[src/verilog/cbip_pkg.sv]
package cbip_pkg;

    // clock and subcode clock generation timing
    localparam int CLK_PERIOD_NS  = 100;
    localparam int SCLK_HALF_NS   = 400;
    localparam int SCLK_HALF_RAW  = SCLK_HALF_NS / CLK_PERIOD_NS;
    localparam int SCLK_HALF_CYC  = (SCLK_HALF_RAW < 1) ? 1 : SCLK_HALF_RAW;

    // register byte offsets
    localparam logic [7:0] OFF_CTRL     = 8'h00;
    localparam logic [7:0] OFF_STATUS   = 8'h04;
    localparam logic [7:0] OFF_INT_STAT = 8'h08;
    localparam logic [7:0] OFF_INT_CLR  = 8'h0C;
    localparam logic [7:0] OFF_INT_EN   = 8'h10;
    localparam logic [7:0] OFF_DATA     = 8'h14;
    localparam logic [7:0] OFF_CD_AUDIO = 8'h18;
    localparam logic [7:0] OFF_SUBCODE  = 8'h1C;
    localparam logic [7:0] OFF_PICTURE  = 8'h20;

    // control field positions
    localparam int CTRL_MODE_LSB = 0;
    localparam int CTRL_REQ_POL  = 2;
    localparam int CTRL_ACK_POL  = 3;
    localparam int CTRL_STB_SYNC = 4;
    localparam int CTRL_WS_POL   = 5;
    localparam int CTRL_SCLK_OUT = 6;
    localparam int CTRL_W        = 7;
    localparam logic [6:0] CTRL_RESET = 7'h2C;

    // status field positions
    localparam int ST_FILL_LSB = 0;
    localparam int ST_BYTE_LSB = 4;
    localparam int ST_HOLD     = 6;
    localparam int ST_SUB_LOCK = 7;
    localparam int ST_REQ      = 8;
    localparam int ST_CD_BAD   = 9;

    // interrupt event bit positions
    localparam int EV_WORD = 0;
    localparam int EV_OVF  = 1;
    localparam int EV_ERR  = 2;
    localparam int EV_CD   = 3;
    localparam int EV_SUB  = 4;
    localparam int EV_BLK  = 5;
    localparam int EV_W    = 6;

    // picture register: valid picture decoded
    localparam int PIC_DONE = 0;

    // buffer and word sizes
    localparam int FIFO_DEPTH = 8;
    localparam int FIFO_AW    = 3;
    localparam int CD_BITS    = 16;
    localparam int SUB_BITS   = 8;

    // shared pin bit positions
    localparam int PIN_DISC_SERIAL_AUDIO  = 0;
    localparam int PIN_CD_WS    = 1;
    localparam int PIN_DISC_BIT_CLOCK   = 2;
    localparam int PIN_CD_BAD   = 3;
    localparam int PIN_SUB_DATA = 4;
    localparam int PIN_SUB_FRM  = 5;
    localparam int PIN_SUB_BLK  = 6;
    localparam int PIN_SUB_CLK  = 7;

    typedef enum logic [1:0] {
        CBIP_MODE_PAR,
        CBIP_MODE_CD,
        CBIP_MODE_SUB,
        CBIP_MODE_OFF
    } cbip_mode_t;

    typedef enum logic {
        SUB_HUNT,
        SUB_RECV
    } cbip_sub_st_t;

    // pins as seen after synchronisation
    typedef struct packed {
        logic       err;
        logic       ack;
        logic       strobe;
        logic [7:0] data;
    } cbip_pins_t;

    // control register layout, lsb last
    typedef struct packed {
        logic       sclk_out;
        logic       ws_pol;
        logic       stb_sync;
        logic       ack_pol;
        logic       req_pol;
        cbip_mode_t mode;
    } cbip_ctrl_t;

endpackage

[src/verilog/cbip_sync.sv]
`timescale 1ns/1ps
module cbip_sync #(
    parameter int W = 1
) (
    input  wire logic         clk,
    input  wire logic         rst_n,
    input  wire logic [W-1:0] d,
    output logic      [W-1:0] q
);

    logic [W-1:0] meta;

    // two stage synchroniser, first stage feeds only the second
    always_ff @(posedge clk or negedge rst_n)
    begin
        if (!rst_n)
        begin
            meta <= '0;
            q    <= '0;
        end
        else
        begin
            meta <= d;
            q    <= meta;
        end
    end

endmodule

[src/verilog/cbip_shift.sv]
`timescale 1ns/1ps
module cbip_shift #(
    parameter int W = 8
) (
    input  wire logic                   clk,
    input  wire logic                   rst_n,
    input  wire logic                   clear,
    input  wire logic                   shift,
    input  wire logic                   bit_in,
    output logic      [W-1:0]           value,
    output logic      [$clog2(W+1)-1:0] count,
    output logic                        full
);

    localparam int CW = $clog2(W + 1);

    assign full = (count == CW'(W));

    // msb first shifter; clear with shift loads the first bit
    always_ff @(posedge clk or negedge rst_n)
    begin
        if (!rst_n)
        begin
            value <= '0;
            count <= '0;
        end
        else if (clear)
        begin
            value <= shift ? {{(W-1){1'b0}}, bit_in} : '0;
            count <= shift ? CW'(1) : '0;
        end
        else if (shift && !full)
        begin
            value <= {value[W-2:0], bit_in};
            count <= count + CW'(1);
        end
    end

endmodule

[src/verilog/cbip_port.sv]
// Chosen here: register access over APB and the register addresses.
`timescale 1ns/1ps
// Contract
// - request shows free buffer space, selectable polarity
// - sync mode: strobe is the data clock
// - sync mode: take data only with acknowledge
// - disc mode: serial audio on data bit zero
// - word sync frames 16-bit words, programmable polarity
// - any disc bit clock rate is accepted; here only rates slow enough for pclk to sample each level
// - corrupt flag high marks current byte bad
// - hold last picture until next valid one
// - subcode data with frame and block sync
// - subcode clock pin is input or output
module cbip_port (
    input  wire logic        pclk,
    input  wire logic        presetn,
    input  wire logic        psel,
    input  wire logic        penable,
    input  wire logic        pwrite,
    input  wire logic [7:0]  paddr,
    input  wire logic [31:0] pwdata,
    output logic      [31:0] prdata,
    output logic             pready,
    output logic             pslverr,
    input  wire logic [7:0]  compressed_data,
    input  wire logic        input_transfer_strobe,
    input  wire logic        input_data_valid_ack,
    input  wire logic        input_error,
    output logic             input_space_request,
    output logic             subcode_clock_out,
    output logic             subcode_clock_oe,
    output logic             hold_last_picture,
    output logic             irq
);

    localparam int FW = cbip_pkg::FIFO_AW + 1;

    // level matches configured active polarity
    function automatic logic active(input logic lvl, input logic pol);
        active = (lvl == pol);
    endfunction

    // offsets that answer without error
    function automatic logic mapped(input logic [7:0] a);
        case (a)
            cbip_pkg::OFF_CTRL, cbip_pkg::OFF_STATUS,
            cbip_pkg::OFF_INT_STAT, cbip_pkg::OFF_INT_CLR,
            cbip_pkg::OFF_INT_EN, cbip_pkg::OFF_DATA,
            cbip_pkg::OFF_CD_AUDIO, cbip_pkg::OFF_SUBCODE,
            cbip_pkg::OFF_PICTURE: mapped = 1'b1;
            default: mapped = 1'b0;
        endcase
    endfunction

    cbip_pkg::cbip_ctrl_t   ctrl;
    cbip_pkg::cbip_pins_t   pin_raw;
    cbip_pkg::cbip_pins_t   s;
    cbip_pkg::cbip_sub_st_t sub_st;
    logic [cbip_pkg::EV_W-1:0] ists;
    logic [cbip_pkg::EV_W-1:0] ien;
    logic [cbip_pkg::EV_W-1:0] ev;
    logic [31:0]            mem [cbip_pkg::FIFO_DEPTH];
    logic [cbip_pkg::FIFO_AW-1:0] wr_ptr;
    logic [cbip_pkg::FIFO_AW-1:0] rd_ptr;
    logic [FW-1:0]          fill;
    logic [1:0]             byte_cnt;
    logic [31:0]            word_acc;
    logic                   stb_q;
    logic                   bck_q;
    logic                   sclk_q;
    logic                   frm_q;
    logic                   blk_q;
    logic                   ws_last;
    logic                   cd_bad;
    logic                   cd_bad_word;
    logic [15:0]            cd_left;
    logic [15:0]            cd_right;
    logic [7:0]             sub_byte;
    logic [7:0]             div_cnt;
    logic                   acc;
    logic                   done;
    logic                   rd_ok;
    logic                   par_take;
    logic                   word_done;
    logic                   push;
    logic                   pop;
    logic                   bck_rise;
    logic                   ws_edge;
    logic                   sub_rise;
    logic                   frm_rise;
    logic                   blk_rise;
    logic                   div_tick;
    logic                   bad_now;
    logic [15:0]            cd_val;
    logic [$clog2(cbip_pkg::CD_BITS+1)-1:0]  cd_cnt;
    logic                   cd_full;
    logic [7:0]             sub_val;
    logic [$clog2(cbip_pkg::SUB_BITS+1)-1:0] sub_cnt;
    logic                   sub_full;
    logic                   space_ok;
    logic [31:0]            next_prdata;

    // all pins cross into pclk through two flops
    assign pin_raw = '{err: input_error, ack: input_data_valid_ack,
                       strobe: input_transfer_strobe,
                       data: compressed_data};

    cbip_sync #(.W($bits(cbip_pkg::cbip_pins_t))) u_sync (
        .clk   (pclk),
        .rst_n (presetn),
        .d     (pin_raw),
        .q     (s)
    );

    // previous synced levels for edge finding
    always_ff @(posedge pclk or negedge presetn)
    begin
        if (!presetn)
        begin
            stb_q  <= 1'b0;
            bck_q  <= 1'b0;
            sclk_q <= 1'b0;
            frm_q  <= 1'b0;
            blk_q  <= 1'b0;
        end
        else
        begin
            stb_q  <= s.strobe;
            bck_q  <= s.data[cbip_pkg::PIN_DISC_BIT_CLOCK];
            sclk_q <= s.data[cbip_pkg::PIN_SUB_CLK];
            frm_q  <= s.data[cbip_pkg::PIN_SUB_FRM];
            blk_q  <= s.data[cbip_pkg::PIN_SUB_BLK];
        end
    end

    // async strobe edge takes a byte
    assign par_take = (ctrl.mode == cbip_pkg::CBIP_MODE_PAR) &&
                      s.strobe && !stb_q &&
                      (!ctrl.stb_sync || active(s.ack, ctrl.ack_pol));
    assign word_done = par_take && (byte_cnt == 2'd3);
    assign push      = word_done &&
                       (fill != FW'(cbip_pkg::FIFO_DEPTH));
    assign pop       = done && !pwrite &&
                       (paddr == cbip_pkg::OFF_DATA) && rd_ok;

    // first byte lands in the msb
    always_ff @(posedge pclk or negedge presetn)
    begin
        if (!presetn)
        begin
            byte_cnt <= 2'd0;
            word_acc <= 32'h0000_0000;
        end
        else if (ctrl.mode != cbip_pkg::CBIP_MODE_PAR)
        begin
            byte_cnt <= 2'd0;
        end
        else if (par_take)
        begin
            byte_cnt <= byte_cnt + 2'd1;
            word_acc <= {word_acc[23:0], s.data};
        end
    end

    // compressed input buffer
    always_ff @(posedge pclk)
    begin
        if (push)
            mem[wr_ptr] <= {word_acc[23:0], s.data};
    end

    // buffer pointers and fill level
    always_ff @(posedge pclk or negedge presetn)
    begin
        if (!presetn)
        begin
            wr_ptr <= '0;
            rd_ptr <= '0;
            fill   <= '0;
        end
        else
        begin
            if (push)
                wr_ptr <= wr_ptr + 1'b1;
            if (pop)
                rd_ptr <= rd_ptr + 1'b1;
            fill <= fill + FW'(push) - FW'(pop);
        end
    end

    // partial word counts as taken space
    assign space_ok = (fill + FW'(byte_cnt != 2'd0)) <
                      FW'(cbip_pkg::FIFO_DEPTH);

    always_ff @(posedge pclk or negedge presetn)
    begin
        if (!presetn)
            input_space_request <= 1'b0;
        else if (ctrl.mode == cbip_pkg::CBIP_MODE_PAR && space_ok)
            input_space_request <= ctrl.req_pol;
        else
            input_space_request <= !ctrl.req_pol;
    end

    // edges found by sampling, any slower rate
    assign bck_rise = (ctrl.mode == cbip_pkg::CBIP_MODE_CD) &&
                      s.data[cbip_pkg::PIN_DISC_BIT_CLOCK] && !bck_q;
    assign ws_edge  = bck_rise &&
                      (s.data[cbip_pkg::PIN_CD_WS] != ws_last);

    cbip_shift #(.W(cbip_pkg::CD_BITS)) u_cd (
        .clk    (pclk),
        .rst_n  (presetn),
        .clear  (ws_edge),
        .shift  (bck_rise),
        .bit_in (s.data[cbip_pkg::PIN_DISC_SERIAL_AUDIO]),
        .value  (cd_val),
        .count  (cd_cnt),
        .full   (cd_full)
    );

    // sync change closes a 16-bit word
    always_ff @(posedge pclk or negedge presetn)
    begin
        if (!presetn)
        begin
            ws_last     <= 1'b0;
            cd_left     <= 16'h0000;
            cd_right    <= 16'h0000;
            cd_bad      <= 1'b0;
            cd_bad_word <= 1'b0;
        end
        else if (bck_rise)
        begin
            ws_last <= s.data[cbip_pkg::PIN_CD_WS];
            if (ws_edge && cd_full)
            begin
                if (active(ws_last, ctrl.ws_pol))
                    cd_right <= cd_val;
                else
                    cd_left <= cd_val;
                cd_bad_word <= cd_bad;
            end
            if (ws_edge)
                cd_bad <= s.data[cbip_pkg::PIN_CD_BAD];
            else
                cd_bad <= cd_bad | s.data[cbip_pkg::PIN_CD_BAD];
        end
    end

    // subcode clock from pin or divider
    always_ff @(posedge pclk or negedge presetn)
    begin
        if (!presetn)
        begin
            div_cnt           <= 8'h00;
            subcode_clock_out <= 1'b0;
            subcode_clock_oe  <= 1'b0;
        end
        else
        begin
            subcode_clock_oe <= (ctrl.mode == cbip_pkg::CBIP_MODE_SUB) &&
                                ctrl.sclk_out;
            if (div_cnt == 8'(cbip_pkg::SCLK_HALF_CYC - 1))
            begin
                div_cnt           <= 8'h00;
                subcode_clock_out <= !subcode_clock_out;
            end
            else
                div_cnt <= div_cnt + 8'h01;
        end
    end

    assign div_tick = (div_cnt == 8'(cbip_pkg::SCLK_HALF_CYC - 1)) &&
                      !subcode_clock_out;
    assign sub_rise = (ctrl.mode == cbip_pkg::CBIP_MODE_SUB) &&
                      (sub_st == cbip_pkg::SUB_RECV) &&
                      (ctrl.sclk_out ? div_tick :
                       (s.data[cbip_pkg::PIN_SUB_CLK] && !sclk_q));
    assign frm_rise = (ctrl.mode == cbip_pkg::CBIP_MODE_SUB) &&
                      s.data[cbip_pkg::PIN_SUB_FRM] && !frm_q;
    assign blk_rise = (ctrl.mode == cbip_pkg::CBIP_MODE_SUB) &&
                      s.data[cbip_pkg::PIN_SUB_BLK] && !blk_q;

    cbip_shift #(.W(cbip_pkg::SUB_BITS)) u_sub (
        .clk    (pclk),
        .rst_n  (presetn),
        .clear  (frm_rise || blk_rise || sub_full),
        .shift  (sub_rise),
        .bit_in (s.data[cbip_pkg::PIN_SUB_DATA]),
        .value  (sub_val),
        .count  (sub_cnt),
        .full   (sub_full)
    );

    always_ff @(posedge pclk or negedge presetn)
    begin
        if (!presetn)
        begin
            sub_st   <= cbip_pkg::SUB_HUNT;
            sub_byte <= 8'h00;
        end
        else
        begin
            case (sub_st)
                cbip_pkg::SUB_HUNT:
                    if (frm_rise)
                        sub_st <= cbip_pkg::SUB_RECV;
                cbip_pkg::SUB_RECV:
                    if (ctrl.mode != cbip_pkg::CBIP_MODE_SUB)
                        sub_st <= cbip_pkg::SUB_HUNT;
                default:
                    sub_st <= cbip_pkg::SUB_HUNT;
            endcase
            if (sub_full)
                sub_byte <= sub_val;
        end
    end

    // error pin sampled with each byte, corrupt pin with each bit clock rise
    assign bad_now = (par_take && s.err) ||
                     (bck_rise && s.data[cbip_pkg::PIN_CD_BAD]);

    // event pulses into the sticky status
    always_comb
    begin
        ev = '0;
        ev[cbip_pkg::EV_WORD] = push;
        ev[cbip_pkg::EV_OVF]  = word_done && !push;
        ev[cbip_pkg::EV_ERR]  = bad_now;
        ev[cbip_pkg::EV_CD]   = ws_edge && cd_full;
        ev[cbip_pkg::EV_SUB]  = sub_full;
        ev[cbip_pkg::EV_BLK]  = blk_rise;
    end

    assign acc  = psel && penable;
    assign done = acc && pready;

    // hold set by bad data, set wins
    always_ff @(posedge pclk or negedge presetn)
    begin
        if (!presetn)
            hold_last_picture <= 1'b0;
        else if (bad_now)
            hold_last_picture <= 1'b1;
        else if (done && pwrite && paddr == cbip_pkg::OFF_PICTURE &&
                 pwdata[cbip_pkg::PIC_DONE])
            hold_last_picture <= 1'b0;
    end

    // sticky status, enable and interrupt line
    always_ff @(posedge pclk or negedge presetn)
    begin
        if (!presetn)
        begin
            ists <= '0;
            ien  <= '0;
            irq  <= 1'b0;
        end
        else
        begin
            if (done && pwrite && paddr == cbip_pkg::OFF_INT_CLR)
                ists <= (ists & ~pwdata[cbip_pkg::EV_W-1:0]) | ev;
            else
                ists <= ists | ev;
            if (done && pwrite && paddr == cbip_pkg::OFF_INT_EN)
                ien <= pwdata[cbip_pkg::EV_W-1:0];
            irq <= |(ists & ien);
        end
    end

    // control register
    always_ff @(posedge pclk or negedge presetn)
    begin
        if (!presetn)
            ctrl <= cbip_pkg::CTRL_RESET;
        else if (done && pwrite && paddr == cbip_pkg::OFF_CTRL)
            ctrl <= pwdata[cbip_pkg::CTRL_W-1:0];
    end

    // read data mux
    always_comb
    begin
        next_prdata = 32'h0000_0000;
        case (paddr)
            cbip_pkg::OFF_CTRL:
                next_prdata[cbip_pkg::CTRL_W-1:0] = ctrl;
            cbip_pkg::OFF_STATUS:
            begin
                next_prdata[cbip_pkg::ST_FILL_LSB +: FW] = fill;
                next_prdata[cbip_pkg::ST_BYTE_LSB +: 2]  = byte_cnt;
                next_prdata[cbip_pkg::ST_HOLD]     = hold_last_picture;
                next_prdata[cbip_pkg::ST_SUB_LOCK] =
                    (sub_st == cbip_pkg::SUB_RECV);
                next_prdata[cbip_pkg::ST_REQ]      = input_space_request;
                next_prdata[cbip_pkg::ST_CD_BAD]   = cd_bad_word;
            end
            cbip_pkg::OFF_INT_STAT:
                next_prdata[cbip_pkg::EV_W-1:0] = ists;
            cbip_pkg::OFF_INT_EN:
                next_prdata[cbip_pkg::EV_W-1:0] = ien;
            cbip_pkg::OFF_DATA:
                next_prdata = (fill != '0) ? mem[rd_ptr] : 32'h0000_0000;
            cbip_pkg::OFF_CD_AUDIO:
                next_prdata = {cd_right, cd_left};
            cbip_pkg::OFF_SUBCODE:
                next_prdata[7:0] = sub_byte;
            default:
                next_prdata = 32'h0000_0000;
        endcase
    end

    // apb answer one cycle into the access phase
    always_ff @(posedge pclk or negedge presetn)
    begin
        if (!presetn)
        begin
            pready  <= 1'b0;
            pslverr <= 1'b0;
            prdata  <= 32'h0000_0000;
            rd_ok   <= 1'b0;
        end
        else if (acc && !pready)
        begin
            pready  <= 1'b1;
            pslverr <= !mapped(paddr);
            prdata  <= pwrite ? 32'h0000_0000 : next_prdata;
            rd_ok   <= (fill != '0);
        end
        else
        begin
            pready  <= 1'b0;
            pslverr <= 1'b0;
            rd_ok   <= 1'b0;
        end
    end

endmodule

[config.mk]
export PLATFORM = sky130hd
export DESIGN_NAME = cbip_port
export DESIGN_NICKNAME = d
export VERILOG_FILES = /design/src/verilog/cbip_pkg.sv /design/src/verilog/cbip_sync.sv /design/src/verilog/cbip_shift.sv /design/src/verilog/cbip_port.sv
export SDC_FILE = /design/constraint.sdc
export NUM_CORES = 1
export LEC_CHECK = 0
export ABC_AREA = 0
export ABC_CLOCK_PERIOD_IN_PS = 9800
export BUFFER_PORTS_ARGS = -buffer_cell sky130_fd_sc_hd__buf_2
export CAP_MARGIN = 20
export CORE_ASPECT_RATIO = 1.4
export CORE_MARGIN = 2
export CORE_UTILIZATION = 50
export CTS_CLUSTER_DIAMETER = 120
export DETAILED_ROUTE_END_ITERATION = 8
export PLACE_DENSITY = 0.63
export SLEW_MARGIN = 20
export SYNTH_ARGS = -nofsm -noshare
export SYNTH_HDL_FRONTEND = slang
export SYNTH_SLANG_ARGS = --single-unit
[constraint.sdc]
create_clock -name pclk -period 9.8 [get_ports pclk]
set_input_delay 0.49 -clock pclk [delete_from_list [all_inputs] [get_ports pclk]]
set_output_delay 0.49 -clock pclk [all_outputs]
set_load 0.005 [all_outputs]
==> impl_metrics.toml, run 1 <==
[clock_tree]
cts_resized = 0
cts_tree = "built"
h-tree-depth = 2
clkLatencyLatePin_ps = 550
clock_path_buffers = 3
cts.sink_count = 463
cts_buffers = 44
root_buffer = "clkbuf_16"
clkTransAtPathRegs_ps = 60

[placement]
gp_congestion = 0.840
dp_hpwl_um = 23900
io_buffers = 69
place_inst = 1590
dp_slack_ps = 6030

[finish]
most-common-layout-cells = "edfxtp_1, dfrtp_1, nand2_1"
drive_gt1_frac = 0.269
final.fill_count = 2803
syn2layout_area_growth_pct = 12.8
fin_cells = 1672
fin_nets = 1248
num_antenna_cells = 0
mostFrequentLayoutCell = "edfxtp_1"

[global_routing]
grt_pass1_wl_um = 60300
first_global_vias = 9882
antenna_found_initial = 1
grt_max_degree = 73
grt_usage = 0.208
grt.overflow.total = 0

[floorplan]
initial_core_util = 0.510
core_sq_mm = 0.0359
rows = 82
die_h_um = 230
io_pins = 95
die-area_sq_mm = 0.0382
die_x_um = 166

[worst_setup_path]
crit-reg2reg-launch = "ctrl[0]"
critPathSlowestCell = "or4b_1"
max_stage_delay_ps = 580
critical_path.endpoint_type = "flip-flop"
arrival_ps = 3860
reg2regPathDepth = 7
worstPathRequired_ps = 9990
critPathCapture = "mem[4][28]"
crit_type = "reg2reg"
path_cells = "or4b_1, a21oi_4, buf_4, and3_1, nand2_1, nor3_2, buf_4"
worstPathMaxFanout = 31
rr_endpoint = "mem[4][28]"
reg2reg_slack_ps = 6130
startpoint = "ctrl[0]"
crit_top_cell = "buf_4"
crit_path_start_kind = "flip-flop"

[power]
p_total_mw = 4.22
power_density_mw_per_mm2 = 205
ir_drop_mv = 0.147
leakage_nw = 7.88

[logic_synthesis]
yosysTopAreaCellShare = 0.420
syn_area_sq_mm = 0.0183
yosys_warnings = 0
synth_cells = 1090
ys_types = 60
synthesis.nets = 1163
synth_largest_area_cell = "edfxtp_1"
synth_edf_count = 256
seq_area_frac_synth = 0.703
avgSynthCellArea_sq_um = 16.8
ys_ff_latch = 463
ys_top_cells_by_area = "edfxtp_1, dfrtp_1, mux4_2, mux2_2, mux2i_1"
synth_ff_type = "edfxtp_1"
async_reset_ff_frac = 0.447

[routing]
avgRoutedWirePerCell_um = 23.3
firstDrtPassIters = 5
drt_iter0_drc = 706
post-route-drc-count = 0
wirelength_um = 38900
via_per_inst = 5.72
dr_total_vias = 9560
ant_nets = 0

[timing]
max_freq_mhz = 272
setup_viol = 0
min_period_ps = 3670
holdWs_ps = 49.8
setup_ws_ps = 6130
max-slew-margin-rel = 0.313
rsz0062_at_grt = "false"
final.period_utilization = 0.375
setup_tns_ps = 0
finClkSkew_ps = 17.1
drv_slew = 0
finalHoldViolCount = 0
tightestPinTransition_ps = 1030

[hold_path]
hp-class = "in2reg"
whs_path_depth = 1

[run_status]
outcome = "finished, final reports clean"

[job]
drv_cap = 0
[critical path, delay by kind of cell, from the launching register on]
kind	cells	cell delay (ps)
compound gates	1	130
simple gates	4	1760
buf+inv	2	970
flops	1	420
[cells in the mapped netlist (7+ instances only)]
cell,number
nand2_1,87
o21ai_0,34
edfxtp_1,256
nor3_1,10
xnor2_1,13
mux2_2,86
buf_2,18
mux2_4,8
a22oi_1,28
clkbuf_1,16
mux4_2,64
mux2i_1,38
a21oi_1,29
buf_4,7
nor2_1,31
ha_1,16
xor2_1,10
nand3_1,18
dfrtp_1,204
and3_1,10
inv_1,17
[state kept, by name, indices dropped and copies added, names as in the netlist, 2 cells and up]
name,cells
rd_ptr,3
mem,256
ien,6
fill,4
ctrl,7
cd_left,16
sub_byte,8
u_sync.q,11
word_acc,24
ists,6
byte_cnt,2
cd_right,16
u_sub.value,8
u_sync.meta,11
u_sub.count,4
u_cd.count,5
u_cd.value,16
wr_ptr,3
div_cnt,8
prdata,32
[power breakdown]
group	total [mW]	internal, mW	switching (mW)
Clock	1.71	1.00	0.707
Combinational	0.216	0.0874	0.129
Sequential	2.29	2.19	0.102
Total	4.22	3.28	0.938
[final cells by class]
cell class	count	area, sq um	share of cell area
flip-flops and latches	463	12900	0.624
multi-input cells	562	5170	0.251
clock buffers	62	1220	0.0591
well taps	462	578	0.0280
repair buffers	87	493	0.0239
clock inverters	19	226	0.0110
inverters	17	63.8	0.00309
[stage by stage]
step	area, sq um	util
after floorplan	18300	-
after global routing	20600	0.575
after detailed placement	19200	0.534
after global placement	19200	0.534
final	20600	0.575
after CTS	20600	0.575
[worst min path at each step]
stage | startpoint | to
after floorplan | presetn | bck_q
after global placement | u_sync.meta[5] | u_sync.q[5]
after detailed placement | u_sync.meta[8] | u_sync.q[8]
after CTS | compressed_data[4] | u_sync.meta[4]
after global routing | input_transfer_strobe | u_sync.meta[8]
final | compressed_data[4] | u_sync.meta[4]
[what timing repair did]
action / in CTS / in global routing
hold buffers: 1 / 0
buffers inserted: 0 / 0
hold endpoints to repair: 70 / 0
[routing by layer]
| layer | up-vias | wire length, um | global-route usage |
|---|---|---|---|
| li1 | 4319 | - | - |
| met2 | 224 | 19200 | 0.348 |
| met1 | 4941 | 16400 | 0.275 |
| met5 | - | 0 | 0 |
| met3 | 76 | 1870 | 0.0377 |
| met4 | 0 | 1420 | 0.0774 |
[logic make-up after synthesis]
| kind of cell | after synthesis | synth area share |
|---|---|---|
| AO/OA/AOI/OAI | 123 | 0.0423 |
| AND/OR/NAND/NOR | 202 | 0.0535 |
| adder cells (fa/ha/maj) | 17 | 0.0120 |
| multiplexers | 196 | 0.159 |
| buffers and inverters | 65 | 0.0177 |
| XOR/XNOR | 24 | 0.0119 |
| flip-flops | 463 | 0.703 |
Note: power is estimated with default switching activity, not from simulation.
==> run 2, diff against run 1 <==
ABC_CLOCK_PERIOD_IN_PS = 3700   (was 9800)
clock period = 3.7 ns   (was 9.8 ns; I/O delays follow)
==> run 2 against run 1 <==
Net effect: via count increased by 2.4%; clock skew shrank 2.0 ps; sequential power rose to 2.7 times the previous value; clock power rose to 2.7 times the previous value; critical path depth decreased by 1; sequential share of layout area decreased by 0.92 points; core utilization up 0.86 points; register-to-register slack got worse by 5200 ps; final cell count increased by 1.6%; first-iteration DRC count up 5.2%; die area stayed put; critical path type unchanged; largest cell class unchanged.
==> impl_metrics.toml, run 2 (same netlist as run 1, synthesis figures left out) <==
[timing]
setup_viol = 0
setup_tns_ps = 0
tightestPinTransition_ps = 986
max-slew-margin-rel = 0.343
max_freq_mhz = 356
drv_slew = 0
finalHoldViolCount = 0
rsz0062_at_grt = "false"
finClkSkew_ps = 15.1
holdWs_ps = 71.4
final.period_utilization = 0.759
setup_ws_ps = 891
min_period_ps = 2810

[routing]
ant_nets = 0
post-route-drc-count = 0
wirelength_um = 39400
drt_iter0_drc = 743
firstDrtPassIters = 5
via_per_inst = 5.76
dr_total_vias = 9785
avgRoutedWirePerCell_um = 23.2

[placement]
gp_congestion = 0.900
io_buffers = 69
dp_slack_ps = 881
dpl_cell_area_sq_mm = 0.0193
place_inst = 1599
dp_hpwl_um = 24500

[finish]
fin_nets = 1275
final-seq-area_sq_mm = 0.0129
largest_register = "mem"
final_core_util = 0.583
fin_cells = 1699
num_antenna_cells = 0
mostFrequentLayoutCell = "edfxtp_1"
final.fill_count = 2771
design_area_sq_mm = 0.0209
drive_gt1_frac = 0.270
largestRegisters = "mem (256), prdata (32), word_acc (24)"
most-common-layout-cells = "edfxtp_1, dfrtp_1, nand2_1"
multi_input_area_sq_mm = 0.00518
syn2layout_area_growth_pct = 14.5
largest_reg_flops = 256

[floorplan]
rows = 82
io_pins = 95
die_x_um = 166
core_sq_mm = 0.0359
initial_core_util = 0.510
die-area_sq_mm = 0.0382
die_h_um = 230

[job]
drv_cap = 0

[worst_setup_path]
arrival_ps = 2990
worstPathRequired_ps = 3880
critical_path.endpoint_type = "flip-flop"
startpoint = "ctrl[0]"
crit_path_start_kind = "flip-flop"
reg2reg_slack_ps = 890
reg2regPathDepth = 6
rr_endpoint = "mem[4][29]"
worstPathMaxFanout = 32
crit_type = "reg2reg"
crit-reg2reg-launch = "ctrl[0]"

[clock_tree]
root_buffer = "clkbuf_16"
cts_tree = "built"
clkTransAtPathRegs_ps = 60
cts_buffers = 44
cts.sink_count = 463
cts_setup_buffers = 0
clock_path_buffers = 3
h-tree-depth = 2
clkLatencyLatePin_ps = 550

[hold_path]
hp-class = "in2reg"
whs_path_depth = 4
whs_endpoint = "prdata[6]"
worstHoldStart = "paddr[1]"

[power]
p_total_mw = 11.3
leakage_nw = 8.02
power_density_mw_per_mm2 = 538
ir_drop_mv = 0.358

[global_routing]
antenna_found_initial = 1
grt_pass1_wl_um = 61800
grt_usage = 0.213
grt_max_degree = 121
first_global_vias = 10200
grt.overflow.total = 0

[run_status]
outcome = "finished, final reports clean"
==> run 2: final cells by class <==
cell class / count / area share
multi-input combinational: 562 / 0.247
tap: 462 / 0.0276
inverter: 17 / 0.00305
clock inverter: 12 / 0.00807
sequential: 463 / 0.615
timing repair buffer: 114 / 0.0366
clock buffer: 69 / 0.0624
==> run 2: worst max path at each step <==
| stage | to | slack, ps | cells past startpoint |
|---|---|---|---|
| 2_1_floorplan | mem[1][0] | 400 | 6 |
| 3_3_place_gp | mem[4][29] | 920 | 6 |
| 3_5_place_dp | mem[4][29] | 880 | 6 |
| 4_1_cts | mem[4][22] | 870 | 6 |
| 5_1_grt | mem[4][29] | 730 | 6 |
| 6_report | mem[4][29] | 890 | 6 |
==> run 2: critical path: stages (launching register included) <==
cell and delay [ps]:
dfrtp_1 430, or4b_1 590, a21oi_4 140, and3_1 290, nand2_1 280, nor3_4 180, buf_4 500
==> run 2: what timing repair did <==
action	4_1_cts	5_1_grt
hold buffers	19	0
endpoints found under the hold margin	144	0
gates resized for setup	0	0
==> run 2: power by group <==
group          leakage [nW]  internal (mW)  switching (mW)  total (mW)
Combinational          2.28          0.249           0.341       0.591
Sequential             5.02           5.80           0.287        6.09
Clock                 0.716           2.71            1.87        4.58
==> run 2: metal layers <==
layer  track usage  part of all wire  up-vias
met1         0.272              0.41     5141
met3        0.0286             0.034       68
met4        0.0677             0.027        0
li1              -                 -     4371
met2         0.378              0.53      205
met5             0                 0        -
